<file path="src/hw/pnic_pkg.sv">
package pnic_pkg;
  // geometry
  localparam int NSRC  = 32;
  localparam int IDXW  = 5;
  localparam int PRIW  = 3;
  localparam int AW    = 12;

  // register byte offsets
  localparam logic [AW-1:0] OFS_ENABLE    = 12'h000;
  localparam logic [AW-1:0] OFS_PEND_SET  = 12'h004;
  localparam logic [AW-1:0] OFS_PEND_CLR  = 12'h008;
  localparam logic [AW-1:0] OFS_ACTIVE    = 12'h00c;
  localparam logic [AW-1:0] OFS_GATE      = 12'h010;
  localparam logic [AW-1:0] OFS_GROUP     = 12'h014;
  localparam logic [AW-1:0] OFS_MASK      = 12'h018;
  localparam logic [AW-1:0] OFS_VBASE     = 12'h01c;
  localparam logic [AW-1:0] OFS_STATUS    = 12'h020;
  localparam logic [AW-1:0] OFS_PRIO_BASE = 12'h100;

  // field positions
  localparam int GATE_BIT      = 0;
  localparam int GROUP_LSB     = 0;
  localparam int PRIO_LSB      = 5;
  localparam int STAT_NUM_LSB  = 0;
  localparam int STAT_REQ_BIT  = 8;
  localparam int STAT_HOLD_BIT = 9;
  localparam int STAT_RUNV_BIT = 15;
  localparam int STAT_RUN_LSB  = 12;

  // reset values
  localparam logic [NSRC-1:0] RST_ENABLE = 32'h0000_0000;
  localparam logic            RST_GATE   = 1'b0;
  localparam logic [2:0]      RST_GROUP  = 3'h3;
  localparam logic [PRIW-1:0] RST_MASK   = 3'h0;
  localparam logic [31:0]     RST_VBASE  = 32'h0000_0000;
  localparam logic [PRIW-1:0] RST_PRIO   = 3'h0;

  // bus encodings
  localparam logic [2:0] HSIZE_WORD = 3'h2;

  typedef enum logic [2:0] {
    BUS_IDLE = 3'b001,
    BUS_WR   = 3'b010,
    BUS_RD   = 3'b100
  } pnic_bus_t;
endpackage

</file>
<file path="src/hw/pnic_arb.sv">
`timescale 1ns/1ns
// picks the smallest key; on equal keys the lowest index wins
module pnic_arb #(
  parameter int N  = 32,
  parameter int KW = 3,
  parameter int IW = 5
) (
  // candidates
  input  wire logic [N-1:0]    valid,
  input  wire logic [N*KW-1:0] keys,
  // winner
  output logic                 found,
  output logic [IW-1:0]        idx,
  output logic [KW-1:0]        key
);
  always_comb begin
    found = 1'b0;
    idx   = '0;
    key   = '0;
    // walking downward with <= lets the lower index take ties
    for (int i = N - 1; i >= 0; i--) begin
      if (valid[i] && (!found || keys[i*KW +: KW] <= key)) begin
        found = 1'b1;
        idx   = IW'(i);
        key   = keys[i*KW +: KW];
      end
    end
  end
endmodule

</file>
<file path="src/hw/pnic_top.sv">
`timescale 1ns/1ns
module pnic_top (
  // clock and reset
  input  wire logic                      REF_CLK,
  input  wire logic                      RST_B,
  // ahb-lite slave
  input  wire logic                      HSEL,
  input  wire logic [31:0]               HADDR,
  input  wire logic [1:0]                HTRANS,
  input  wire logic                      HWRITE,
  input  wire logic [2:0]                HSIZE,
  input  wire logic [31:0]               HWDATA,
  input  wire logic                      HREADY,
  output logic      [31:0]               HRDATA,
  output logic                           HREADYOUT,
  output logic                           HRESP,
  // interrupt sources
  input  wire logic [pnic_pkg::NSRC-1:0] IRQ_SRC,
  // core side
  input  wire logic                      IRQ_ACK,
  input  wire logic                      IRQ_DONE,
  output logic                           IRQ_REQ,
  output logic      [pnic_pkg::IDXW-1:0] IRQ_NUM,
  output logic      [31:0]               IRQ_VEC,
  output logic                           CTX_HOLD
);
  localparam int N  = pnic_pkg::NSRC;
  localparam int KW = pnic_pkg::PRIW;
  localparam int IW = pnic_pkg::IDXW;

  // bus state
  pnic_pkg::pnic_bus_t bus_q, bus_d;
  logic [pnic_pkg::AW-1:0] addr_q, addr_d;
  logic                    ready_q, ready_d;
  logic [31:0]             rdata_q, rdata_d;
  logic                    wsize_q, wsize_d;
  // configuration
  logic [N-1:0]  en_q, en_d;
  logic          gate_q, gate_d;
  logic [2:0]    grp_q, grp_d;
  logic [KW-1:0] mask_q, mask_d;
  logic [31:0]   vbase_q, vbase_d;
  logic [KW-1:0] prio_q [N];
  logic [KW-1:0] prio_d [N];
  // interrupt state
  logic [N-1:0]  pend_q, pend_d;
  logic [N-1:0]  act_q, act_d;
  logic          req_q, req_d;
  logic [IW-1:0] num_q, num_d;
  logic [31:0]   vec_q, vec_d;
  logic          hold_q, hold_d;

  logic [N*KW-1:0] prio_flat, pre_flat;
  logic            p_found, a_found;
  logic [IW-1:0]   p_idx, a_idx;
  logic [KW-1:0]   p_key, a_key, win_pre;
  logic            accept, wr_en, take, done, mask_ok, preempt_ok;
  logic [N-1:0]    sw_set, sw_clr;
  logic [31:0]     rd_val;

  // preemption part of a priority under the current split
  function automatic logic [KW-1:0] pre_of(input logic [KW-1:0] p, input logic [2:0] g);
    logic [KW-1:0] m;
    case (g)
      3'h0:    m = 3'b000;
      3'h1:    m = 3'b100;
      3'h2:    m = 3'b110;
      default: m = 3'b111;
    endcase
    return p & m;
  endfunction

  genvar gi;
  generate
    for (gi = 0; gi < N; gi++) begin : g_key
      assign prio_flat[gi*KW +: KW] = prio_q[gi];
      assign pre_flat[gi*KW +: KW]  = pre_of(prio_q[gi], grp_q);
    end
  endgenerate

  // best pending enabled source, full priority then index
  pnic_arb #(.N(N), .KW(KW), .IW(IW)) u_pend_arb (
    .valid (pend_q & en_q),
    .keys  (prio_flat),
    .found (p_found),
    .idx   (p_idx),
    .key   (p_key)
  );

  // innermost running handler has the best preemption level
  pnic_arb #(.N(N), .KW(KW), .IW(IW)) u_act_arb (
    .valid (act_q),
    .keys  (pre_flat),
    .found (a_found),
    .idx   (a_idx),
    .key   (a_key)
  );

  // ---------------- bus ----------------
  assign accept = ready_q && HSEL && HTRANS[1] && HREADY;
  assign wr_en  = (bus_q == pnic_pkg::BUS_WR) && wsize_q;

  always_comb begin
    rd_val = 32'h0000_0000;
    case (addr_q)
      pnic_pkg::OFS_ENABLE:   rd_val = en_q;
      pnic_pkg::OFS_PEND_SET: rd_val = pend_q;
      pnic_pkg::OFS_PEND_CLR: rd_val = pend_q;
      pnic_pkg::OFS_ACTIVE:   rd_val = act_q;
      pnic_pkg::OFS_GATE:     rd_val[pnic_pkg::GATE_BIT] = gate_q;
      pnic_pkg::OFS_GROUP:    rd_val[pnic_pkg::GROUP_LSB +: 3] = grp_q;
      pnic_pkg::OFS_MASK:     rd_val[pnic_pkg::PRIO_LSB +: KW] = mask_q;
      pnic_pkg::OFS_VBASE:    rd_val = vbase_q;
      pnic_pkg::OFS_STATUS: begin
        rd_val[pnic_pkg::STAT_NUM_LSB +: IW]  = num_q;
        rd_val[pnic_pkg::STAT_REQ_BIT]        = req_q;
        rd_val[pnic_pkg::STAT_HOLD_BIT]       = hold_q;
        rd_val[pnic_pkg::STAT_RUN_LSB +: KW]  = a_key;
        rd_val[pnic_pkg::STAT_RUNV_BIT]       = a_found;
      end
      default: begin
        if (addr_q[11:7] == pnic_pkg::OFS_PRIO_BASE[11:7]) begin
          rd_val[pnic_pkg::PRIO_LSB +: KW] = prio_q[addr_q[6:2]];
        end
      end
    endcase
  end

  // reads take one wait state so a write just before is visible
  always_comb begin
    bus_d   = pnic_pkg::BUS_IDLE;
    addr_d  = addr_q;
    ready_d = 1'b1;
    rdata_d = rdata_q;
    wsize_d = wsize_q;
    if (accept) begin
      addr_d  = {HADDR[pnic_pkg::AW-1:2], 2'b00};
      wsize_d = (HSIZE == pnic_pkg::HSIZE_WORD);
      bus_d   = HWRITE ? pnic_pkg::BUS_WR : pnic_pkg::BUS_RD;
      ready_d = HWRITE;
    end else if (bus_q == pnic_pkg::BUS_RD) begin
      rdata_d = rd_val;
    end
  end

  always_ff @(posedge REF_CLK or negedge RST_B) begin
    if (!RST_B) begin
      bus_q   <= pnic_pkg::BUS_IDLE;
      addr_q  <= '0;
      ready_q <= 1'b1;
      rdata_q <= 32'h0000_0000;
      wsize_q <= 1'b0;
    end else begin
      bus_q   <= bus_d;
      addr_q  <= addr_d;
      ready_q <= ready_d;
      rdata_q <= rdata_d;
      wsize_q <= wsize_d;
    end
  end

  // ---------------- configuration ----------------
  assign sw_set = (wr_en && addr_q == pnic_pkg::OFS_PEND_SET) ? HWDATA : '0;
  assign sw_clr = (wr_en && addr_q == pnic_pkg::OFS_PEND_CLR) ? HWDATA : '0;

  always_comb begin
    en_d    = en_q;
    gate_d  = gate_q;
    grp_d   = grp_q;
    mask_d  = mask_q;
    vbase_d = vbase_q;
    prio_d  = prio_q;
    if (wr_en) begin
      case (addr_q)
        pnic_pkg::OFS_ENABLE: en_d   = HWDATA;
        pnic_pkg::OFS_GATE:   gate_d = HWDATA[pnic_pkg::GATE_BIT];
        pnic_pkg::OFS_GROUP:  grp_d  = HWDATA[pnic_pkg::GROUP_LSB +: 3];
        pnic_pkg::OFS_MASK:   mask_d = HWDATA[pnic_pkg::PRIO_LSB +: KW];
        pnic_pkg::OFS_VBASE:  vbase_d = {HWDATA[31:2], 2'b00};
        default: begin
          if (addr_q[11:7] == pnic_pkg::OFS_PRIO_BASE[11:7]) begin
            prio_d[addr_q[6:2]] = HWDATA[pnic_pkg::PRIO_LSB +: KW];
          end
        end
      endcase
    end
  end

  always_ff @(posedge REF_CLK or negedge RST_B) begin
    if (!RST_B) begin
      en_q    <= pnic_pkg::RST_ENABLE;
      gate_q  <= pnic_pkg::RST_GATE;
      grp_q   <= pnic_pkg::RST_GROUP;
      mask_q  <= pnic_pkg::RST_MASK;
      vbase_q <= pnic_pkg::RST_VBASE;
      for (int i = 0; i < N; i++) begin
        prio_q[i] <= pnic_pkg::RST_PRIO;
      end
    end else begin
      en_q    <= en_d;
      gate_q  <= gate_d;
      grp_q   <= grp_d;
      mask_q  <= mask_d;
      vbase_q <= vbase_d;
      prio_q  <= prio_d;
    end
  end

  // ---------------- interrupt state ----------------
  assign take       = IRQ_ACK && req_q;
  assign done       = IRQ_DONE && a_found;
  assign win_pre    = pre_of(p_key, grp_q);
  assign mask_ok    = (mask_q == '0) || (p_key < mask_q);
  assign preempt_ok = !a_found || (win_pre < a_key);

  always_comb begin
    // hardware and software sets win over a software clear
    pend_d = (pend_q & ~sw_clr) | (IRQ_SRC & en_q) | sw_set;
    act_d  = act_q;
    if (done) begin
      act_d[a_idx] = 1'b0;
    end
    if (take) begin
      pend_d[num_q] = 1'b0;
      act_d[num_q]  = 1'b1;
    end
    // hold off one cycle after an accept so the new state settles
    req_d  = gate_q && p_found && mask_ok && preempt_ok && !take;
    num_d  = req_d ? p_idx : num_q;
    vec_d  = req_d ? vbase_q + 32'({p_idx, 2'b00}) : vec_q;
    hold_d = (|act_q) || (|(pend_q & en_q));
  end

  always_ff @(posedge REF_CLK or negedge RST_B) begin
    if (!RST_B) begin
      pend_q <= '0;
      act_q  <= '0;
      req_q  <= 1'b0;
      num_q  <= '0;
      vec_q  <= 32'h0000_0000;
      hold_q <= 1'b0;
    end else begin
      pend_q <= pend_d;
      act_q  <= act_d;
      req_q  <= req_d;
      num_q  <= num_d;
      vec_q  <= vec_d;
      hold_q <= hold_d;
    end
  end

  assign HRDATA    = rdata_q;
  assign HREADYOUT = ready_q;
  assign HRESP     = 1'b0;
  assign IRQ_REQ   = req_q;
  assign IRQ_NUM   = num_q;
  assign IRQ_VEC   = vec_q;
  assign CTX_HOLD  = hold_q;

  logic [N-1:0] beats;
  generate
    for (gi = 0; gi < N; gi++) begin : g_tie
      assign beats[gi] = pend_q[gi] && en_q[gi] && (prio_q[gi] <= p_key) && (gi < p_idx);
    end
  endgenerate
endmodule
</file>
<file path="config.mk">
export PLATFORM = sky130hd
export DESIGN_NAME = pnic_top
export DESIGN_NICKNAME = d
export VERILOG_FILES = /design/src/hw/pnic_pkg.sv /design/src/hw/pnic_arb.sv /design/src/hw/pnic_top.sv
export SDC_FILE = /design/constraint.sdc
export NUM_CORES = 1
export LEC_CHECK = 0
export BUFFER_PORTS_ARGS = -buffer_cell sky130_fd_sc_hd__buf_4
export CELL_PAD_IN_SITES_DETAIL_PLACEMENT = 0
export CELL_PAD_IN_SITES_GLOBAL_PLACEMENT = 1
export CORE_AREA = 2 2 232 279
export CTS_BUF_LIST = sky130_fd_sc_hd__clkbuf_8
export DETAILED_ROUTE_END_ITERATION = 6
export DIE_AREA = 0 0 234 281
export PLACE_DENSITY = 0.74
export SLEW_MARGIN = 20
export SYNTH_ARGS = -nofsm -noshare
export SYNTH_HDL_FRONTEND = slang
export SYNTH_SLANG_ARGS = --single-unit
export TNS_END_PERCENT = 1
</file>
<file path="constraint.sdc">
create_clock -name REF_CLK -period 84.9 [get_ports REF_CLK]
set_clock_uncertainty 0.15 [all_clocks]
set_input_delay 16.98 -clock REF_CLK [delete_from_list [all_inputs] [get_ports REF_CLK]]
set_output_delay 16.98 -clock REF_CLK [all_outputs]
set_load 0.03 [all_outputs]
</file>
# [Word level (Yosys, flattened, before mapping)]
# Cells that the tools add are included.
[word_totals] register_bits=315 output_inout_bits=73 wordCells=621
[classes] n_addsub=1 order_cmp=70 eq_ne=14 n_mux=220 n_bitwise=47 n_reduce_logical=221
[ops] operator="$mux 5" count=64
[ops] operator="$mux 3" count=70
[ops] operator="$le 3x3->1" count=62
[ops] operator="$and 32x32->32" count=5
[ops] operator="$mux 32" count=5
[ops] operator="$and 3x3->3" count=33
[ops] operator="$bwmux 96" count=1
[ops] operator="$not 32->32" count=3
[ops] operator="$or 32x32->32" count=3
[ops] operator="$logic_and 1x1->1" count=77
[ops] operator="$mux 1" count=67
[ops] operator="$logic_or 1x1->1" count=65
[ops] operator="$logic_not 1->1" count=64
[ops] operator="$pmux 16 s4" count=1
[ops] operator="$reduce_or 32->1" count=2
[ops] operator="$eq 10x3->1 const B" count=4
[ops] operator="$add 32x7->32" count=1
[ops] operator="$eq 10x2->1 const B" count=2
[ops] operator="$pmux 2 s5" count=2
[ops] operator="$pmux 4 s5" count=1
[ops] operator="$pmux 3 s6" count=1
[ops] operator="$bmux 3 s5" count=1
[ops] operator="$demux 3 s5" count=1
[ops] operator="$logic_not 12->1" count=1
[ops] operator="24 further kinds" count=37

# [Depth between registers and ports, before layout]
[logic_depth] ltp_word=137 mapped_depth=262 depth_no_buf=254

# [By module]
# From an unflattened synthesis, not the netlist that was laid out.
[unflattened] hier_cells=3028 area_unflattened_um2=26105.0
[by_module_without_submodules] module="pnic_top" n_inst=1 cells_each=1563 area_per_inst_um2=15962.8 seq_area_each_um2=7837.5
[by_module_without_submodules] module="pnic_arb at u_pend_arb" n_inst=1 cells_each=750 area_per_inst_um2=5098.6 seq_area_each_um2=0.0
[by_module_without_submodules] module="pnic_arb at u_act_arb" n_inst=1 cells_each=715 area_per_inst_um2=5043.6 seq_area_each_um2=0.0

# [Worst setup path after synthesis]
# Ideal clock, no wire load.
[synth_path] path_type="reg2reg" from="reg grp_q[1]" to="reg vec_q[10] (netlist: IRQ_VEC[10])" setup_ns=0.125 arrival_ns=43.750 slack_ns=40.875 path_stages_with_launch=241 n_path_buf=12 cell_sequence="dfstp_2 -> a21o_1 -> buf_1 -> buf_1 -> buf_1 -> clkbuf_1 -> and3_1 -> ha_1 -> and3b_1 -> o211ai_1 -> a32oi_1 -> or2_2 -> ha_1 -> nor2_1 -> a311oi_1 -> a211oi_1 -> a21oi_1 -> nand2_1 -> (+205 left out) -> nand2_1 -> ha_1 -> nor2b_1 -> o21ai_0 -> inv_1 -> o21ai_0 -> o21a_1 -> clkbuf_1 -> inv_1 -> a31oi_1 -> ha_1 -> nand2_1 -> nor2_1 -> o211ai_1 -> o21ai_0 -> a221oi_4 -> buf_6 -> mux2_4"
[synth_via] elab_chain_len=132 word_cells_on_any_way=228
[synth_rtl] element="start, declared" line="pnic_top.sv:40" source="logic [2:0] grp_q, grp_d;"
[synth_rtl] element="start signal, assigned" line="pnic_top.sv:193" source="grp_q <= pnic_pkg::RST_GROUP;"
[synth_rtl] element="start signal, assigned" line="pnic_top.sv:202" source="grp_q <= grp_d;"
[synth_rtl] element="$eq 3x2->1 (tied with other cells)" line="pnic_top.sv:64" source="case (g)"
[synth_rtl] element="$pmux 3 s3 *" line="pnic_top.sv:64"
[synth_rtl] element="$and 3x3->3" line="pnic_top.sv:70" source="return p & m;"
[synth_rtl] element="$mux 3" line="pnic_arb.sv:22" source="if (valid[i] && (!found || keys[i*KW +: KW] <= key)) begin"
[synth_rtl] element="$le 3x3->1" line="pnic_arb.sv:22"
[synth_rtl] element="$logic_or 1x1->1" line="pnic_arb.sv:22"
[synth_rtl] element="$logic_and 1x1->1" line="pnic_arb.sv:22"
[synth_rtl] element="$mux 3 / $mux 1 (equally long branches)" line="pnic_arb.sv:22"
[synth_rtl] element="(+115 left out)"
[synth_rtl] element="$mux 3 / $mux 1 (equally long branches)" line="pnic_arb.sv:22"
[synth_rtl] element="$le 3x3->1 / $logic_not 1->1 (equally long branches)" line="pnic_arb.sv:22"
[synth_rtl] element="$logic_or 1x1->1" line="pnic_arb.sv:22"
[synth_rtl] element="$logic_and 1x1->1" line="pnic_arb.sv:22"
[synth_rtl] element="$mux 3 / $mux 1 (equally long branches)" line="pnic_arb.sv:22"
[synth_rtl] element="$lt 3x3->1 / $logic_not 1->1 (equally long branches)" line="pnic_top.sv:214" source="assign preempt_ok = !a_found || (win_pre < a_key);"
[synth_rtl] element="$logic_or 1x1->1 *" line="pnic_top.sv:214"
[synth_rtl] element="$logic_and 1x1->1 * (2 in series)" line="pnic_top.sv:228" source="req_d = gate_q && p_found && mask_ok && preempt_ok && !take;"
[synth_rtl] element="end signal, assigned" line="pnic_top.sv:247" source="vec_q <= vec_d;"
[synth_rtl] element="end, declared" line="pnic_top.sv:50" source="logic [31:0] vec_q, vec_d;"
# Mark *: on every way between the ends. The rest lies on a longest branch, timed or not.
# A chain may end at the register's enable or synchronous reset.

# [Worst setup path after layout]
[layout_path] from="reg en_q[31]" to="reg vec_q[28] (netlist: IRQ_VEC[28])"
[layout_via] word_cells_on_any_way=231
[layout_lines] element="start, declared" line="pnic_top.sv:38" source="logic [N-1:0] en_q, en_d;"
[layout_lines] element="start signal, assigned" line="pnic_top.sv:191" source="en_q <= pnic_pkg::RST_ENABLE;"
[layout_lines] element="start signal, assigned" line="pnic_top.sv:200" source="en_q <= en_d;"
[layout_lines] element="$and 32x32->32 *" line="pnic_top.sv:83" source=".valid (pend_q & en_q),"
[layout_lines] element="$mux 3 / $mux 1 (equally long branches)" line="pnic_arb.sv:22"
[layout_lines] element="$le 3x3->1 / $logic_not 1->1 (equally long branches)" line="pnic_arb.sv:22"
[layout_lines] element="$logic_or 1x1->1" line="pnic_arb.sv:22"
[layout_lines] element="$logic_and 1x1->1" line="pnic_arb.sv:22"
[layout_lines] element="$mux 3 / $mux 1 (equally long branches)" line="pnic_arb.sv:22"
[layout_lines] element="$le 3x3->1 / $logic_not 1->1 (equally long branches)" line="pnic_arb.sv:22"
[layout_lines] element="$logic_or 1x1->1" line="pnic_arb.sv:22"
[layout_lines] element="(+112 left out)"
[layout_lines] element="$logic_and 1x1->1" line="pnic_arb.sv:22"
[layout_lines] element="$mux 3 / $mux 1 (equally long branches)" line="pnic_arb.sv:22"
[layout_lines] element="$le 3x3->1 / $logic_not 1->1 (equally long branches)" line="pnic_arb.sv:22"
[layout_lines] element="$logic_or 1x1->1" line="pnic_arb.sv:22"
[layout_lines] element="$logic_and 1x1->1" line="pnic_arb.sv:22"
[layout_lines] element="$mux 5 *" line="pnic_arb.sv:22"
[layout_lines] element="named net p_idx[1]" line="pnic_top.sv:55" source="logic [IW-1:0] p_idx, a_idx;"
[layout_lines] element="$add 32x7->32 *" line="pnic_top.sv:230" source="vec_d = req_d ? vbase_q + 32'({p_idx, 2'b00}) : vec_q;"
# Mark *: on every way through the listed nets, which the timed path passes. The rest lies on a longest branch.

==> results.tsv <==
stage	metric	value	unit
status	outcome	finished, violations left	
status	failing checks	DRC	
synth	Post-synth EDFFs	0	
synth	Seq cells post-synth	313	
sta	setup repair after global routing missed its margin	false	
synth	average size of a mapped cell	8.82	um2
finish	# fillers	6182	
setup_path	crit path capture type	flip-flop	
global_route	Global Route Usage Sum	28.2	%
floorplanning	Initial Util	39.6	%
routing	DR WL met2	44.7	mm
routing	Routed WL per cell	24.7	um
synth	largest family of logic cells by synthesized area	compound AO/OA/AOI/OAI gates	
clocking	post-cts sizing count	0	
routing	Post-Route WL	94.4	mm
floorplanning	Die Ht	281	um
routing	vias	23800	
floorplanning	Die X	234	um
power_and_ir_drop	worst vdd ir	0.00000978	V
sta	Final Hold Fails	0	
clocking	total CTS buffers	54	
synth	XOR/XNOR share of the synthesized area	0.982	%
setup_path	Worst EP required	85.28	ns
global_route	pin count of the biggest net entering global routing	159	
sta	fin crit share	64.4	%
setup_path	Worst path slowest cell	o311ai_1	
global_route	initial antenna violation count	4	
routing	Detail Route Antenna Nets	0	
clocking	H-Tree Depth	2	
sta	post-layout min period	54.70	ns
floorplanning	Total Die Area	65800	um2
global_route	Congestion Overflow GR	0	
sta	total negative slack	0	ns
setup_path	FF-to-FF setup slack	30.20	ns
synth	ys flop type	dfrtp_1	
routing	first drt pass iteration count	7	
synth	Synth Area in Adders	9.85	%
clocking	CTS tree	yes	
synth	synth unique cells	100	
routing	DR top layer	met5	
sta	Worst Tran Pin Value	1.08	ns
setup_path	crit path from	en_q[31]$_DFFE_PN0P_	
finish	final net count	3260	
setup_path	slowest stage delay, CP	0.77	ns
clocking	CTS root buf	clkbuf_8	
clocking	Max Root-Sink Buffers	3	
clocking	Clock transition at path regs	0.06	ns
placed_design	GP Congestion	0.953	
sta	Setup Viol. Count Final	0	
floorplanning	Top-Level Pins	181	
power_and_ir_drop	Lkg Pwr	0.0130	uW
floorplanning	Core Rows	101	
min_path	hold_sp	HRDATA[3]$_DFFE_PN0P_	
sta	f_max	18.3	MHz
global_route	number of global-route vias before repair	23400	
setup_path	critical path peak fanout	13	
clocking	# Post-CTS Setup Buffers	0	
floorplanning	core area	63100	um2
clocking	CTS Sinks	313	
synth	YS warnings	0	
routing	Vias/cell	6.21	
synth	sequential element share of the synthesized area	31.4	%
sta	Fin Hold WS	0.336	ns
setup_path	cell mode on critical path	ha_1	
sta	max-slew violations	0	
clocking	cts hold-fix bufs	0	
routing	Iter 0 DRT Violations	2142	
setup_path	Crit path arrival time	55.08	ns
placed_design	port buffer count	154	
clocking	Worst-Skew Late Latency	0.68	ns
synth	Synth Area in Compound Gates	22.5	%
global_route	first-pass GRT wire length	142	mm
setup_path	WS Path Type	flip-flop to flip-flop	
min_path	Hold Crit Class	flip-flop to flip-flop	
setup_path	worst flop-to-flop path startpoint	en_q[31]$_DFFE_PN0P_	
synth	Cells after Synth	2832	
power_and_ir_drop	Pwr Density	13.7	nW/um2
finish	layout cells sized above 1	17.9	%
routing	DRC viols	5	
setup_path	crit start category	flip-flop	
synth	cell area after synthesis	25000	um2
finish	Layout area overhead	12.2	%
job	# Max-Cap Violations	0	
synth	mux contribution to synthesized area	12.5	%
routing	WL met1	39.5	mm
synth	simple-gate portion of the synthesized area	18.7	%
placed_design	post-DP HPWL	72.2	mm
sta	slew margin rel.	28.0	%
routing	met3 wire len	6.82	mm
synth	asr flop ratio synth	100	%
## metrics by stage
stage | std cells | power, uW | util [%] | worst slack, ns | cell area [um2]
floorplan | 2834 | 215 | - | 40.87 | 25000
global placement | 3722 | 246 | 42.7 | 32.18 | 26900
detailed placement | 3722 | 247 | 42.7 | 31.46 | 26900
CTS | 3819 | 387 | 44.4 | 31.17 | 28000
global route | 3822 | 403 | 44.5 | 26.08 | 28000
finish | 3822 | 385 | 44.5 | 30.20 | 28000
## worst paths after layout
path                                              to  cells after the start
setup / recovery             IRQ_VEC[28]$_DFFE_PN0P_                    234
hold / removal                 HRDATA[3]$_DFFE_PN0P_                      1
setup reg to reg             IRQ_VEC[28]$_DFFE_PN0P_                    234
hold reg to reg                HRDATA[3]$_DFFE_PN0P_                      1
max in group asynchronous       en_q[11]$_DFFE_PN0P_                      3
min in group asynchronous  prio_flat[70]$_DFFE_PN0P_                      1
## cell type report
cell class	count	area [um2]	area share, %
Antenna cell	1	2.50	0.00893
Clock buffer	66	908	3.24
Clock inverter	31	158	0.562
Inverter	142	533	1.90
Multi-Input combinational cell	2261	16100	57.6
Sequential cell	313	7840	28.0
Tap cell	824	1030	3.68
Timing Repair Buffer	184	1420	5.05
## sequential cells by signal (all words and copies together) (netlist names), 3 cells and up
register   cells
mask_q         3
IRQ_VEC       30
grp_q          3
vbase_q       30
en_q          32
HRDATA        32
pend_q        32
IRQ_NUM        5
act_q         32
addr_q        10
prio_flat     96
bus_q          3
## worst max-delay path: cells and delay by family (launching register included)
family                   cells  cell delay, ns
AO/OA/AOI/OAI              120           29.81
flip-flops                   1            0.51
XOR/XNOR                     1            0.15
buffers and inverters        9            0.81
multiplexers                 6            2.30
adder cells (fa/ha/maj)     32            9.44
AND/OR/NAND/NOR             66           11.32
## Yosys cell counts (24+ instances only)
cell,count,area share [%]
nand2_1,324,4.9
inv_1,142,2.1
nor3_1,38,0.76
a21oi_1,103,2.1
clkbuf_1,89,1.3
a22oi_1,24,0.72
and2_1,71,1.8
a222oi_1,40,1.6
a31oi_1,40,1.0
dfrtp_1,309,31
nand3_1,93,1.9
a22o_1,24,0.84
and3_1,26,0.65
a211oi_1,25,0.75
mux2_4,28,1.7
nor2_1,250,3.8
a221oi_1,26,0.91
o31ai_1,38,1.1
mux2_2,159,7.2
nand2b_1,24,0.60
nor2b_1,50,1.3
mux4_2,30,2.7
ha_1,195,9.8
o21ai_0,231,4.6
mux2i_1,24,0.96
a21o_1,37,1.1
o21a_1,59,1.8
## cell families after synthesis
| logic type | after synthesis |
|---|---|
| muxes | 241 |
| adders and majority gates | 196 |
| other | 1 |
| DFF | 313 |
| buffers and inverters | 260 |
| AOI/OAI and AO/OA | 814 |
| xor gates and xnor gates | 28 |
| and+or+nand+nor | 979 |
## placed cells by master, fill, tap and decap left out, drive strengths merged, types with 11 or more instances in the layout
| cell type | count |
|---|---|
| nand2 | 325 |
| dfrtp | 309 |
| nor2 | 250 |
| o21ai | 243 |
| ha | 195 |
| mux2 | 187 |
| buf | 184 |
| inv | 163 |
| a21oi | 104 |
| nand3 | 93 |
| and2 | 73 |
| clkbuf | 66 |
| o21a | 59 |
| nor2b | 50 |
| a31oi | 41 |
| a222oi | 40 |
| o31ai | 39 |
| nor3 | 38 |
| a21o | 37 |
| mux4 | 30 |
| a221oi | 27 |
| and3 | 26 |
| a211oi | 25 |
| nand2b | 25 |
| a22o | 24 |
| mux2i | 24 |
| a22oi | 24 |
| o211ai | 23 |
| nand4 | 19 |
| xnor2 | 18 |
| or3 | 16 |
| or2 | 12 |
| nand3b | 11 |
## power breakdown
| part | switching, uW | leakage, uW | internal [uW] | total [uW] |
|---|---|---|---|---|
| Clock | 68.2 | 0.000628 | 70.4 | 139 |
| Sequential | 4.47 | 0.00402 | 152 | 157 |
| Combinational | 56.3 | 0.00836 | 32.9 | 89.2 |
## per-layer routing
layer | up-vias | track usage (%)
met5 | - | 0
met3 | 197 | 4.17
met2 | 974 | 47.2
met4 | 2 | 10.5
met1 | 11800 | 36.6
li1 | 10800 | -
Note: power is estimated with default switching activity, not from simulation.
